[config.mk]
export PLATFORM = sky130hd
export DESIGN_NAME = acc_regfile
export DESIGN_NICKNAME = d
export VERILOG_FILES = /design/src/core/acc_pkg.sv /design/src/core/acc_regfile.sv
export VERILOG_INCLUDE_DIRS = /design/src /design/src/core
export SDC_FILE = /design/constraint.sdc
export NUM_CORES = 1
export LEC_CHECK = 0
export BUFFER_PORTS_ARGS = -buffer_cell sky130_fd_sc_hd__buf_2
export CAP_MARGIN = 5
export CORE_ASPECT_RATIO = 0.9
export CORE_UTILIZATION = 57
export DETAILED_ROUTE_END_ITERATION = 10
export PLACE_DENSITY = 0.81
export SKIP_LAST_GASP = 1
export SYNTH_ARGS = -nofsm -noshare
export SYNTH_HDL_FRONTEND = slang
export SYNTH_SLANG_ARGS = --single-unit
[constraint.sdc]
create_clock -name CORE_CLK -period 3.44 [get_ports CORE_CLK]
set_input_delay 0.172 -clock CORE_CLK [delete_from_list [all_inputs] [get_ports CORE_CLK]]
set_output_delay 0.172 -clock CORE_CLK [all_outputs]
set_load 0.005 [all_outputs]
[src/core/acc_i2c_map.svh]
// Purpose: register offsets, reset values and field positions of the register file
// Assumes: byte-wide registers, 8-bit register pointer
// Notes: definitions only
`ifndef ACC_I2C_MAP_SVH
`define ACC_I2C_MAP_SVH

// -----------------------------------------------------------------
// register offsets
// -----------------------------------------------------------------
`define ACC_A_STATUS 8'h00
`define ACC_A_X_HI 8'h01
`define ACC_A_X_LO 8'h02
`define ACC_A_Y_HI 8'h03
`define ACC_A_Y_LO 8'h04
`define ACC_A_Z_HI 8'h05
`define ACC_A_Z_LO 8'h06
`define ACC_A_RSVA_LO 8'h07
`define ACC_A_RSVA_HI 8'h0a
`define ACC_A_MODE 8'h0b
`define ACC_A_INTSRC 8'h0c
`define ACC_A_IDENT 8'h0d
`define ACC_A_FS 8'h0e
`define ACC_A_RSVS 8'h0f
`define ACC_A_ORIENT 8'h10
`define ACC_A_ORCFG 8'h11
`define ACC_A_ORDB 8'h12
`define ACC_A_ZLOCK 8'h13
`define ACC_A_TRIP 8'h14
`define ACC_A_MDCFG 8'h15
`define ACC_A_MDSRC 8'h16
`define ACC_A_MDTHS 8'h17
`define ACC_A_MDDB 8'h18
`define ACC_A_RSVB_LO 8'h19
`define ACC_A_RSVB_HI 8'h28
`define ACC_A_ASLP 8'h29
`define ACC_A_CTRL1 8'h2a
`define ACC_A_CTRL2 8'h2b
`define ACC_A_CTRL3 8'h2c
`define ACC_A_INTEN 8'h2d
`define ACC_A_INTMAP 8'h2e
`define ACC_A_OFFX 8'h2f
`define ACC_A_OFFY 8'h30
`define ACC_A_OFFZ 8'h31

// -----------------------------------------------------------------
// reset and fixed values, field positions
// -----------------------------------------------------------------
`define ACC_ZERO 8'h00
`define ACC_ORCFG_RST 8'h80
`define ACC_ZLOCK_VAL 8'h44
`define ACC_TRIP_VAL 8'h84
`define ACC_B_ACTIVE 0
`define ACC_B_FREAD 1
`define ACC_B_SRST 6
`define ACC_SAMPLE_W 10
`define ACC_LO_W 2
`define ACC_LO_PAD 6'h00
`define ACC_MODE_PAD 6'h00
`define ACC_BYTE_BITS 4'h8
`define ACC_SLAVE_ADDR 7'h1d

`endif

[src/core/acc_pkg.sv]
// Purpose: types shared by the register file and its users
// Assumes: field widths fixed at the documented values
// Notes: values live in acc_i2c_map.svh
package acc_pkg;

  // -----------------------------------------------------------------
  // sensing core results, captured into the read-only data registers
  // -----------------------------------------------------------------
  typedef struct packed {
    logic [7:0] status;
    logic [9:0] x;
    logic [9:0] y;
    logic [9:0] z;
    logic [1:0] mode_now;
    logic [7:0] int_src;
    logic [7:0] orient;
    logic [7:0] motion;
  } acc_sense_t;

  // -----------------------------------------------------------------
  // software-writable configuration, driven to the sensing core
  // -----------------------------------------------------------------
  typedef struct packed {
    logic [7:0] fs;
    logic [7:0] or_cfg;
    logic [7:0] or_db;
    logic [7:0] md_cfg;
    logic [7:0] md_ths;
    logic [7:0] md_db;
    logic [7:0] aslp;
    logic [7:0] ctrl1;
    logic [7:0] ctrl2;
    logic [7:0] ctrl3;
    logic [7:0] inten;
    logic [7:0] intmap;
    logic [7:0] offx;
    logic [7:0] offy;
    logic [7:0] offz;
  } acc_cfg_t;

  // serial slave states
  typedef enum logic [3:0] {
    ACC_IDLE, ACC_ADDR, ACC_AACK, ACC_REG, ACC_RACK,
    ACC_WDATA, ACC_WACK, ACC_RDATA, ACC_MACK
  } acc_state_t;

endpackage

[src/core/acc_regfile.sv]
// Purpose: accelerometer register file reached as a two-wire serial slave
// Assumes: SCL and SDA_I synchronous to CORE_CLK and far slower than it
// Notes: SDA is open drain; SDA_OE high pulls the line low
//
// Behaviour
// - write pointer advances after each data byte
// - burst write bytes acknowledged, stored until stop
// - axis high byte holds sample bits nine..two
// - axis low byte: two lsbs on top
// - reserved locations read as zero
// - config writable only in standby, two exceptions
// - standby to active clears data and status
// - active to standby keeps data and status
// - fast read skips axis low bytes
// - normal read walks all six axis bytes
// - stop condition ends every transfer
`timescale 1ns/1ps
`include "acc_i2c_map.svh"

module acc_regfile
  import acc_pkg::*;
#(
  parameter logic [7:0] IDENT_CODE = 8'h3c // arbitrary value, not a real part code
) (
  input wire logic CORE_CLK,
  input wire logic RSTN,
  input wire logic SCL,
  input wire logic SDA_I,
  output logic SDA_O,
  output logic SDA_OE,
  input wire acc_sense_t SENSE,
  input wire logic SENSE_VALID,
  output acc_cfg_t CFG
);

  // -----------------------------------------------------------------
  // state
  // -----------------------------------------------------------------
  acc_state_t state_q; // serial slave phase
  logic [3:0] cnt_q; // bit count inside a byte
  logic [7:0] sh_q; // shift register, in and out
  logic [7:0] ptr_q; // register pointer, kept across transfers
  logic rw_q; // direction of the addressed transfer
  logic mack_q; // master acknowledged the last read byte
  logic sda_oe_q; // pull sda low
  logic sda_o_q; // open drain level, always low
  logic scl_q; // previous scl sample
  logic sda_q; // previous sda sample
  logic act_prev_q; // active bit one cycle ago
  acc_sense_t data_q; // real-time data and event registers
  acc_cfg_t cfg_q; // configuration registers

  // configuration after reset or soft reset
  localparam acc_cfg_t CFG_RST = '{
    fs: `ACC_ZERO, or_cfg: `ACC_ORCFG_RST, or_db: `ACC_ZERO, md_cfg: `ACC_ZERO,
    md_ths: `ACC_ZERO, md_db: `ACC_ZERO, aslp: `ACC_ZERO, ctrl1: `ACC_ZERO,
    ctrl2: `ACC_ZERO, ctrl3: `ACC_ZERO, inten: `ACC_ZERO, intmap: `ACC_ZERO,
    offx: `ACC_ZERO, offy: `ACC_ZERO, offz: `ACC_ZERO};

  // -----------------------------------------------------------------
  // functions
  // -----------------------------------------------------------------
  // next pointer after a data byte; axis bytes and the last offset jump, reserved gaps after 0x0e and 0x18 are walked through
  function automatic logic [7:0] next_ptr(logic [7:0] a, logic fast);
    logic [7:0] n;
    n = a + 8'h01;
    if (a == `ACC_A_X_HI) n = fast ? `ACC_A_Y_HI : `ACC_A_X_LO;
    else if (a == `ACC_A_X_LO) n = fast ? `ACC_A_STATUS : `ACC_A_Y_HI;
    else if (a == `ACC_A_Y_HI) n = fast ? `ACC_A_Z_HI : `ACC_A_Y_LO;
    else if (a == `ACC_A_Y_LO) n = fast ? `ACC_A_STATUS : `ACC_A_Z_HI;
    else if (a == `ACC_A_Z_HI) n = fast ? `ACC_A_STATUS : `ACC_A_Z_LO;
    else if (a == `ACC_A_Z_LO) n = `ACC_A_STATUS; // last axis byte wraps
    else if (a == `ACC_A_OFFZ) n = `ACC_A_IDENT; // last offset wraps to identity
    else if (a > `ACC_A_OFFZ) n = `ACC_A_STATUS; // beyond the map: back to the start
    return n;
  endfunction

  // high byte of a sample
  function automatic logic [7:0] hi8(logic [`ACC_SAMPLE_W-1:0] v);
    return v[`ACC_SAMPLE_W-1 -: 8];
  endfunction

  // low byte of a sample, two lsbs left aligned
  function automatic logic [7:0] lo8(logic [`ACC_SAMPLE_W-1:0] v);
    return {v[`ACC_LO_W-1:0], `ACC_LO_PAD};
  endfunction

  // apply one written byte; locked fields keep their value
  function automatic acc_cfg_t apply_wr(acc_cfg_t c, logic [7:0] a, logic [7:0] d,
                                        logic act);
    acc_cfg_t n;
    n = c;
    if (act) begin
      // only the mode bit and soft reset stay open while active
      if (a == `ACC_A_CTRL1) n.ctrl1[`ACC_B_ACTIVE] = d[`ACC_B_ACTIVE];
      else if (a == `ACC_A_CTRL2) n.ctrl2[`ACC_B_SRST] = d[`ACC_B_SRST];
    end else begin
      // standby only read-only and reserved fall through
      if (a == `ACC_A_FS) n.fs = d;
      else if (a == `ACC_A_CTRL1) n.ctrl1 = d;
      else if (a == `ACC_A_CTRL2) n.ctrl2 = d;
      else if (a == `ACC_A_ORCFG) n.or_cfg = d;
      else if (a == `ACC_A_ORDB) n.or_db = d;
      else if (a == `ACC_A_MDCFG) n.md_cfg = d;
      else if (a == `ACC_A_MDTHS) n.md_ths = d;
      else if (a == `ACC_A_MDDB) n.md_db = d;
      else if (a == `ACC_A_ASLP) n.aslp = d;
      else if (a == `ACC_A_CTRL3) n.ctrl3 = d;
      else if (a == `ACC_A_INTEN) n.inten = d;
      else if (a == `ACC_A_INTMAP) n.intmap = d;
      else if (a == `ACC_A_OFFX) n.offx = d;
      else if (a == `ACC_A_OFFY) n.offy = d;
      else if (a == `ACC_A_OFFZ) n.offz = d;
    end
    return n;
  endfunction

  // read decode; anything not listed is reserved
  function automatic logic [7:0] read_map(logic [7:0] a);
    logic [7:0] r;
    r = `ACC_ZERO; // reserved reads zero
    if (a == `ACC_A_STATUS) r = data_q.status;
    else if (a == `ACC_A_X_HI) r = hi8(data_q.x);
    else if (a == `ACC_A_X_LO) r = lo8(data_q.x);
    else if (a == `ACC_A_Y_HI) r = hi8(data_q.y);
    else if (a == `ACC_A_Y_LO) r = lo8(data_q.y);
    else if (a == `ACC_A_Z_HI) r = hi8(data_q.z);
    else if (a == `ACC_A_Z_LO) r = lo8(data_q.z);
    else if (a == `ACC_A_MODE) r = {`ACC_MODE_PAD, data_q.mode_now};
    else if (a == `ACC_A_INTSRC) r = data_q.int_src;
    else if (a == `ACC_A_IDENT) r = IDENT_CODE;
    else if (a == `ACC_A_FS) r = cfg_q.fs;
    else if (a == `ACC_A_ORIENT) r = data_q.orient;
    else if (a == `ACC_A_ORCFG) r = cfg_q.or_cfg;
    else if (a == `ACC_A_ORDB) r = cfg_q.or_db;
    else if (a == `ACC_A_ZLOCK) r = `ACC_ZLOCK_VAL;
    else if (a == `ACC_A_TRIP) r = `ACC_TRIP_VAL;
    else if (a == `ACC_A_MDCFG) r = cfg_q.md_cfg;
    else if (a == `ACC_A_MDSRC) r = data_q.motion;
    else if (a == `ACC_A_MDTHS) r = cfg_q.md_ths;
    else if (a == `ACC_A_MDDB) r = cfg_q.md_db;
    else if (a == `ACC_A_ASLP) r = cfg_q.aslp;
    else if (a == `ACC_A_CTRL1) r = cfg_q.ctrl1;
    else if (a == `ACC_A_CTRL2) r = cfg_q.ctrl2;
    else if (a == `ACC_A_CTRL3) r = cfg_q.ctrl3;
    else if (a == `ACC_A_INTEN) r = cfg_q.inten;
    else if (a == `ACC_A_INTMAP) r = cfg_q.intmap;
    else if (a == `ACC_A_OFFX) r = cfg_q.offx;
    else if (a == `ACC_A_OFFY) r = cfg_q.offy;
    else if (a == `ACC_A_OFFZ) r = cfg_q.offz;
    return r;
  endfunction

  // -----------------------------------------------------------------
  // bus events and decodes
  // -----------------------------------------------------------------
  wire logic scl_rise = SCL & ~scl_q;
  wire logic scl_fall = ~SCL & scl_q;
  wire logic start_c = scl_q & SCL & sda_q & ~SDA_I; // sda falls, scl high
  wire logic stop_c = scl_q & SCL & ~sda_q & SDA_I; // sda rises, scl high
  wire logic byte_done = scl_fall & (cnt_q == `ACC_BYTE_BITS);
  wire logic act = cfg_q.ctrl1[`ACC_B_ACTIVE];
  wire logic fast = cfg_q.ctrl1[`ACC_B_FREAD];
  wire logic srst = cfg_q.ctrl2[`ACC_B_SRST];
  wire logic shifting = (state_q == ACC_ADDR) | (state_q == ACC_REG) |
                        (state_q == ACC_WDATA);
  wire logic reg_done = (state_q == ACC_REG) & byte_done;
  wire logic wr_fire = (state_q == ACC_WDATA) & byte_done;
  wire logic rd_load = scl_fall & (((state_q == ACC_AACK) & rw_q) |
                                   ((state_q == ACC_MACK) & mack_q));
  wire logic [7:0] rd_byte = read_map(ptr_q);

  // -----------------------------------------------------------------
  // pin sampling
  // -----------------------------------------------------------------
  // previous levels for edge and condition detection
  always_ff @(posedge CORE_CLK or negedge RSTN) begin
    if (!RSTN) begin
      scl_q <= 1'b1;
      sda_q <= 1'b1;
      sda_o_q <= 1'b0;
    end else begin
      scl_q <= SCL;
      sda_q <= SDA_I;
      sda_o_q <= 1'b0; // open drain only ever pulls low
    end
  end

  // -----------------------------------------------------------------
  // serial slave
  // -----------------------------------------------------------------
  // stop beats everything; a repeated start restarts address phase
  always_ff @(posedge CORE_CLK or negedge RSTN) begin
    if (!RSTN) begin
      state_q <= ACC_IDLE;
      cnt_q <= 4'h0;
      sh_q <= 8'h00;
      rw_q <= 1'b0;
      mack_q <= 1'b0;
      sda_oe_q <= 1'b0;
    end else if (stop_c) begin
      state_q <= ACC_IDLE; // transfer ends, line released
      sda_oe_q <= 1'b0;
    end else if (start_c) begin
      state_q <= ACC_ADDR;
      cnt_q <= 4'h0;
      sda_oe_q <= 1'b0;
    end else if (scl_rise) begin
      // master data is stable while scl is high
      if (shifting) begin
        sh_q <= {sh_q[6:0], SDA_I};
        cnt_q <= cnt_q + 4'h1;
      end else if (state_q == ACC_RDATA) begin
        cnt_q <= cnt_q + 4'h1;
      end else if (state_q == ACC_MACK) begin
        mack_q <= ~SDA_I;
      end
    end else if (scl_fall) begin
      // sda only changes while scl is low
      case (state_q)
        ACC_ADDR: begin
          if (cnt_q == `ACC_BYTE_BITS) begin
            if (sh_q[7:1] == `ACC_SLAVE_ADDR) begin
              rw_q <= sh_q[0];
              sda_oe_q <= 1'b1;
              state_q <= ACC_AACK;
            end else begin
              state_q <= ACC_IDLE; // other slave addressed
            end
          end
        end
        ACC_AACK, ACC_MACK: begin
          cnt_q <= 4'h0;
          if (rd_load) begin
            // byte at the pointer goes out msb first
            sh_q <= rd_byte;
            sda_oe_q <= ~rd_byte[7];
            state_q <= ACC_RDATA;
          end else if (state_q == ACC_AACK) begin
            sda_oe_q <= 1'b0;
            state_q <= ACC_REG;
          end else begin
            state_q <= ACC_IDLE; // no acknowledge: wait for stop
          end
        end
        ACC_REG: begin
          if (cnt_q == `ACC_BYTE_BITS) begin
            sda_oe_q <= 1'b1;
            state_q <= ACC_RACK;
          end
        end
        ACC_RACK, ACC_WACK: begin
          sda_oe_q <= 1'b0;
          cnt_q <= 4'h0;
          state_q <= ACC_WDATA; // further bytes until stop
        end
        ACC_WDATA: begin
          if (cnt_q == `ACC_BYTE_BITS) begin
            sda_oe_q <= 1'b1; // every byte acknowledged
            state_q <= ACC_WACK;
          end
        end
        ACC_RDATA: begin
          if (cnt_q == `ACC_BYTE_BITS) begin
            sda_oe_q <= 1'b0; // master's acknowledge slot
            state_q <= ACC_MACK;
          end else begin
            sh_q <= {sh_q[6:0], 1'b0};
            sda_oe_q <= ~sh_q[6];
          end
        end
        default: begin
        end
      endcase
    end
  end

  // -----------------------------------------------------------------
  // register pointer
  // -----------------------------------------------------------------
  // set by the register byte, stepped after every data byte
  always_ff @(posedge CORE_CLK or negedge RSTN) begin
    if (!RSTN) begin
      ptr_q <= `ACC_A_STATUS;
    end else if (reg_done) begin
      ptr_q <= sh_q;
    end else if (wr_fire || rd_load) begin
      ptr_q <= next_ptr(ptr_q, fast);
    end
  end

  // -----------------------------------------------------------------
  // configuration registers
  // -----------------------------------------------------------------
  // soft reset takes one cycle to land, so its bit is set for one cycle and never reads back
  always_ff @(posedge CORE_CLK or negedge RSTN) begin
    if (!RSTN) begin
      cfg_q <= CFG_RST;
    end else if (srst) begin
      cfg_q <= CFG_RST;
    end else if (wr_fire) begin
      cfg_q <= apply_wr(cfg_q, ptr_q, sh_q, act);
    end
  end

  // -----------------------------------------------------------------
  // data and event registers
  // -----------------------------------------------------------------
  // cleared on entering active; captures run only while active
  always_ff @(posedge CORE_CLK or negedge RSTN) begin
    if (!RSTN) begin
      act_prev_q <= 1'b0;
      data_q <= '0;
    end else begin
      act_prev_q <= act;
      if (act && !act_prev_q) data_q <= '0; // fresh start on standby to active
      else if (act && SENSE_VALID) data_q <= SENSE; // frozen in standby
    end
  end

  assign SDA_OE = sda_oe_q;
  assign SDA_O = sda_o_q;
  assign CFG = cfg_q;
endmodule

* Word-level counts from Yosys, hierarchy flattened
Index checks and enable logic that the tools add are counted. Widths: inputs -> output; s select.
Word-level totals: input bits 69, register bits after elaboration 214, output and inout port bits 122, logic and storage cells 312
Cells by class: add/sub/neg operators 2, bitwise logic cells 27, reduce and logical (&&, ||, !) cells 55, multiplexer cells 127, $lt $le $gt $ge 1, equal/unequal tests 65
Operators by type and width (number):
- $mux 8 | 61
- $mux 48 | 9
- $mux 120 | 2
- $mux 64 | 2
- $mux 112 | 1
- $mux 40 | 2
- $eq 8x5->1 const B | 9
- $eq 8x6->1 const B | 9
- $mux 32 | 2
- $mux 63 | 1
- $mux 4 | 14
- $mux 56 | 1
- $mux 54 | 1
- $mux 24 | 2
- $reduce_bool 2->1 | 19
- $reduce_and 7->1 | 5
- $eq 8x4->1 const B | 4
- $mux 16 | 2
- $ne 2x2->1 const B | 15
- $eq 8x3->1 const B | 3
- $pmux 4 s6 | 1
- $ne 4x3->1 const B | 5
- $mux 1 | 18
- $reduce_and 17->1 | 1
- 44 further kinds | 88

* Depth between registers and ports, before layout
depth after elaboration 37, gate-level depth with buffers 12, depth with buffers taken out 9

* Least setup slack after synthesis
No wires, ideal clock.
path type register to register, from register ptr_q[0], to register cfg_q (netlist bit CFG[10]), data arrival time 2415 ps, slack 900 ps, required time 3315 ps, cell stages (with the launch flop) 12, buffers on the path 2, cells stage by stage dfrtp_1 > inv_1 > ha_1 > clkbuf_1 > inv_2 > a211oi_1 > nor4_2 > a21o_1 > o21a_4 > nand2b_2 > buf_6 > mux2_4
On the way: word-level cells in the longest chain between the ends 3, elaborated cells on any way between the ends 29
Ends and longest elaborated chain:
- start, declared | line acc_regfile.sv:42 | logic [7:0] ptr_q;
- start signal, assigned | line acc_regfile.sv:284 | ptr_q <= `ACC_A_STATUS;
- start signal, assigned | line acc_regfile.sv:286 | ptr_q <= sh_q;
- start signal, assigned | line acc_regfile.sv:288 | ptr_q <= next_ptr(ptr_q, fast);
- $eq 8x6->1 (no source line), or another cell as far along
- $ne 2x2->1 (no source line) or $reduce_bool 2->1 (tied branches)
- $reduce_and 16->1 (no source line) (*)
- end signal, assigned | line acc_regfile.sv:302 | cfg_q <= apply_wr(cfg_q, ptr_q, sh_q, act);
- end, declared | line acc_regfile.sv:51 | acc_cfg_t cfg_q;
Mark *: on every way between the ends. The rest lies on a longest branch, timed or not. A chain may end at the register's enable or synchronous reset.

* Worst setup path in the final report
from register ptr_q[1], to register sh_q[2]
On the way: word-level cells in the longest chain between the ends 34, elaborated cells on any way between the ends 62
Ends and longest elaborated chain:
- $eq 8x6->1 (no source line)
- $mux 8 | line acc_regfile.sv:150 | else if (a == `ACC_A_OFFZ) r = cfg_q.offz;
- $mux 8 | line acc_regfile.sv:149 | else if (a == `ACC_A_OFFY) r = cfg_q.offy;
- $mux 8 | line acc_regfile.sv:148 | else if (a == `ACC_A_OFFX) r = cfg_q.offx;
- $mux 8 | line acc_regfile.sv:147 | else if (a == `ACC_A_INTMAP) r = cfg_q.intmap;
- $mux 8 | line acc_regfile.sv:146 | else if (a == `ACC_A_INTEN) r = cfg_q.inten;
- $mux 8 | line acc_regfile.sv:145 | else if (a == `ACC_A_CTRL3) r = cfg_q.ctrl3;
- $mux 8 | line acc_regfile.sv:144 | else if (a == `ACC_A_CTRL2) r = cfg_q.ctrl2;
- (+18 left out)
- $mux 8 | line acc_regfile.sv:125 | else if (a == `ACC_A_Y_HI) r = hi8(data_q.y);
- $mux 8 | line acc_regfile.sv:124 | else if (a == `ACC_A_X_LO) r = lo8(data_q.x);
- $mux 8 | line acc_regfile.sv:123 | else if (a == `ACC_A_X_HI) r = hi8(data_q.x);
- $mux 8 (*) | line acc_regfile.sv:122 | if (a == `ACC_A_STATUS) r = data_q.status;
- $mux 8 (*) | line acc_regfile.sv:234 | if (rd_load) begin
- $pmux 8 s2 (*) | line acc_regfile.sv:220 | case (state_q)
- $mux 8 (*) | line acc_regfile.sv:218 | end else if (scl_fall) begin
- $mux 8 (*) | line acc_regfile.sv:208 | end else if (scl_rise) begin
- end signal, assigned | line acc_regfile.sv:211 | sh_q <= {sh_q[6:0], SDA_I};
- end signal, assigned | line acc_regfile.sv:236 | sh_q <= rd_byte;
- end signal, assigned | line acc_regfile.sv:268 | sh_q <= {sh_q[6:0], 1'b0};
- end, declared | line acc_regfile.sv:41 | logic [7:0] sh_q;
Mark *: on every way between the ends. The rest lies on a longest branch, timed or not. The select of a mux whose other input is x is not followed.

==> flow_summary.json <==
{
  "design.final.nets": 1677,
  "floorplan.rows": 49,
  "grt_util_all_layers_pct": 40.7,
  "placeableCoreArea_um2": 20200,
  "outcome": "finished, final reports clean",
  "post_synth_num_cell_types": 88,
  "cpLargestDelayFamily": "compound AO/OA/AOI/OAI gates",
  "root_buffer": "sky130_fd_sc_hd__clkbuf_16",
  "synth.yosys.warnings": 0,
  "remaining_global_route_overflow": 0,
  "post_place_setup_slack_ps": 61.9,
  "total_power_uw": 7120,
  "fraction_of_the_cycle_the_final_worst_path_needs_pct": 97.0,
  "drt_drc_violations_left": 0,
  "initial_core_util_pct": 58.7,
  "rsz0062_at_grt": "no",
  "grt_antenna_before_repair": 0,
  "ios": 191,
  "antenna_violating_nets_post_route": 0,
  "crit_buf_inv": 2,
  "route.vias.total": 12000,
  "cts.htree.levels": 1,
  "r2r-start": "ptr_q[1]",
  "crit_path_end_kind": "flop",
  "die_area_um2": 21400,
  "timing_worst_slew_pin_value_ps": 1090,
  "hpwl_mm": 30.1,
  "ff2ff_setup_slack_ps": 100,
  "post-cts-setup-buffers": 0,
  "number_of_buffers_added_by_the_clock_tree_synthesis_step": 23,
  "fin_cells": 1868,
  "layout.filler_cells": 1466,
  "critical-path-max-stage-delay_ps": 820,
  "die_h_um": 139,
  "detailedRoute.firstIterationViolations": 1644,
  "rr_worst_depth": 9,
  "routabilityCongestion": 1.07,
  "seq_area_frac_synth_pct": 45.3,
  "synth-async-reset-ratio_pct": 100,
  "min_path_cells": 3,
  "final-setup-viol-count": 0,
  "crit_required_ps": 3830,
  "path_clk_slew_ps": 60,
  "fin_area_um2": 14600,
  "chipWidth_um": 154,
  "worstHoldEndpoint": "data_q[63]",
  "mappedNetlistNets": 1431,
  "maximum_vdd_drop_mv": 0.390,
  "area.growth.synth_to_final_pct": 23.0,
  "avgViaCountPerCell": 6.45,
  "max_freq_mhz": 300,
  "synth_flop_cell": "sky130_fd_sc_hd__dfrtp_1",
  "final.min_clock_period_ps": 3340,
  "fin_ws_ps": 102,
  "mappedNetlistArea_um2": 11800,
  "synth_top_area_share_pct": 44.6,
  "syn_area_per_cell_um2": 8.76,
  "critical_path_arrival_ps": 3730,
  "place.port_buffers": 189,
  "clock_latency_ps": 520,
  "drt_wl_total_mm": 42.9,
  "ctsLongestPathBuffers": 3,
  "drive_above_1_share_pct": 23.6,
  "max-slew-margin-rel_pct": 27.0,
  "worstHoldStart": "SENSE[63]",
  "cts_tree": "done",
  "hold_path_class": "input pin to flop",
  "layout_commonest_cell": "sky130_fd_sc_hd__nand2_1",
  "crit_slowest_cell": "sky130_fd_sc_hd__a2111oi_1",
  "largest_net_degree_at_the_start_of_global_routing": 84,
  "count_of_inserted_antenna_diode_cells": 0,
  "syn-instance-count": 1352,
  "maxSlewViolCount": 0,
  "finalHoldViolCount": 0,
  "final_cell_mix": "282 x sky130_fd_sc_hd__nand2_1, 210 x sky130_fd_sc_hd__dfrtp_1, 201 x sky130_fd_sc_hd__o21ai_0",
  "cts.sinks": 214,
  "post-place-cells": 1762,
  "final.setup_skew_ps": 13.4,
  "maxCapViolCount": 0,
  "yosysTopAreaCell": "sky130_fd_sc_hd__dfrtp_1",
  "drt-pass1-iter-count": 7,
  "leakage_uw": 0.00668,
  "timing.critical_path.from_type": "flop",
  "synth_top_cells_by_area": "sky130_fd_sc_hd__dfrtp_1 45%, sky130_fd_sc_hd__nand2_1 8.9%, sky130_fd_sc_hd__o21ai_0 8.5%",
  "synth_enable_flop_cells": 0,
  "first_pass_grt_wire_length_mm": 67.3,
  "postPlaceCellArea_um2": 13200,
  "first_global_vias": 11600,
  "worst-path-max-fanout": 49,
  "timing_worst_setup_path_type": "flop to flop",
  "power-per-cell-area_nw_per_um2": 488,
  "destination_of_the_worst_register_to_register_timing_path": "sh_q[2]",
  "total_of_flip_flops_plus_latches_after_synthesis": 214,
  "setup_total_negative_slack_ps": 0,
  "drt-wirelength-per-cell_um": 22.9,
  "critical_path.cell_chain": "inv_1 -> ha_2 -> buf_4 -> nor2_1 -> nor3_4 -> a2111oi_1 -> o211ai_1 -> a21oi_1 -> o41ai_2"
}
[area by class of cell]
type	instances	area, µm²	share of cell area, %
multi-input cells	1021	5990	41.1
flip-flops and latches	214	5360	36.8
repair buffers	313	2080	14.2
clock buffers	31	626	4.29
well taps	255	319	2.19
clock inverters	9	101	0.696
inverters	25	93.8	0.644
[cells by family (layout without fill, tap and decap cells)]
kind of cell / count (synthesis) / count (layout) / share of synthesized area [%]
simple gates: 522 / 522 / 20.7
xor+xnor: 6 / 6 / 0.444
flops: 214 / 214 / 45.3
buf+inv: 117 / 378 / 4.28
mux: 60 / 60 / 5.87
compound gates: 422 / 422 / 22.3
other cells: 1 / 1 / 0.0317
fa+ha+maj: 10 / 10 / 1.06
[routing by layer]
| layer | part of all wire, % | track usage, % | wire, µm | vias up |
|---|---|---|---|---|
| met2 | 45 | 62.6 | 19200 | 859 |
| met5 | 0 | 0 | 0 | - |
| li1 | - | - | - | 5342 |
| met1 | 39 | 56.4 | 16800 | 5690 |
| met4 | 3.9 | 15.5 | 1670 | 0 |
| met3 | 12 | 9.19 | 5180 | 152 |
[through the flow]
step                      hold WS, ps  util, %
after global routing             30.7     72.2
after detailed placement          253     65.3
after floorplan                  -124        -
final                            49.9     72.2
after CTS                        32.5     72.2
after global placement            248     65.3
[worst max path at each step]
| stage | start | endpoint | slack [ps] | cells after the start |
|---|---|---|---|---|
| finish | ptr_q[1] | sh_q[2] | 100 | 9 |
| floorplan | ptr_q[0] | CFG[10] | 900 | 11 |
| global placement | ptr_q[1] | sh_q[2] | 110 | 9 |
| detailed placement | ptr_q[1] | sh_q[2] | 60 | 9 |
| global route | ptr_q[0] | CFG[110] | 20 | 8 |
| CTS | ptr_q[1] | sh_q[2] | 40 | 9 |
[synth_stat cells, drive strengths merged (4+ instances only)]
cell type,n
nand2,283
o2111ai,4
ha,10
nor2b,10
buf,31
a2bb2oi,8
xor2,4
a22oi,9
a22o,13
nor3,39
nor2,73
nor4,15
dfrtp,211
a2111oi,4
clkbuf,61
a21o,5
mux2,52
o211ai,9
o221ai,5
o311ai,4
o22ai,10
nand4,10
a211o,5
a211oi,11
and2,7
mux2i,8
or2,7
o31ai,9
nand3b,8
a31oi,9
nand2b,15
nand3,36
o21ai,209
inv,23
a21oi,64
a221oi,12
a221o,5
[repair_timing]
action                                 4_1_cts  5_1_grt
hold buffers                                66        0
gates resized for setup                      0        1
setup endpoints to repair                    0        1
endpoints found under the hold margin      143        0
[sequential cells by signal (all words and copies together), names as in the netlist]
| signal | cells |
|---|---|
| SDA_OE | 1 |
| CFG | 120 |
| sda_q | 1 |
| ptr_q | 8 |
| cnt_q | 4 |
| sh_q | 8 |
| scl_q | 1 |
| rw_q | 1 |
| act_prev_q | 1 |
| state_q | 4 |
| data_q | 64 |
| mack_q | 1 |
[tightest hold or removal path: stages]
cell and delay (ps):
sky130_fd_sc_hd__buf_2 100, sky130_fd_sc_hd__nand2_1 130, sky130_fd_sc_hd__o21ai_0 110
[power breakdown]
part | internal, µW | switching (µW) | total [µW]
Sequential | 2600 | 157 | 2760
Clock | 1420 | 1030 | 2450
Combinational | 672 | 1240 | 1910
Note: power is estimated with default switching activity, not from simulation.
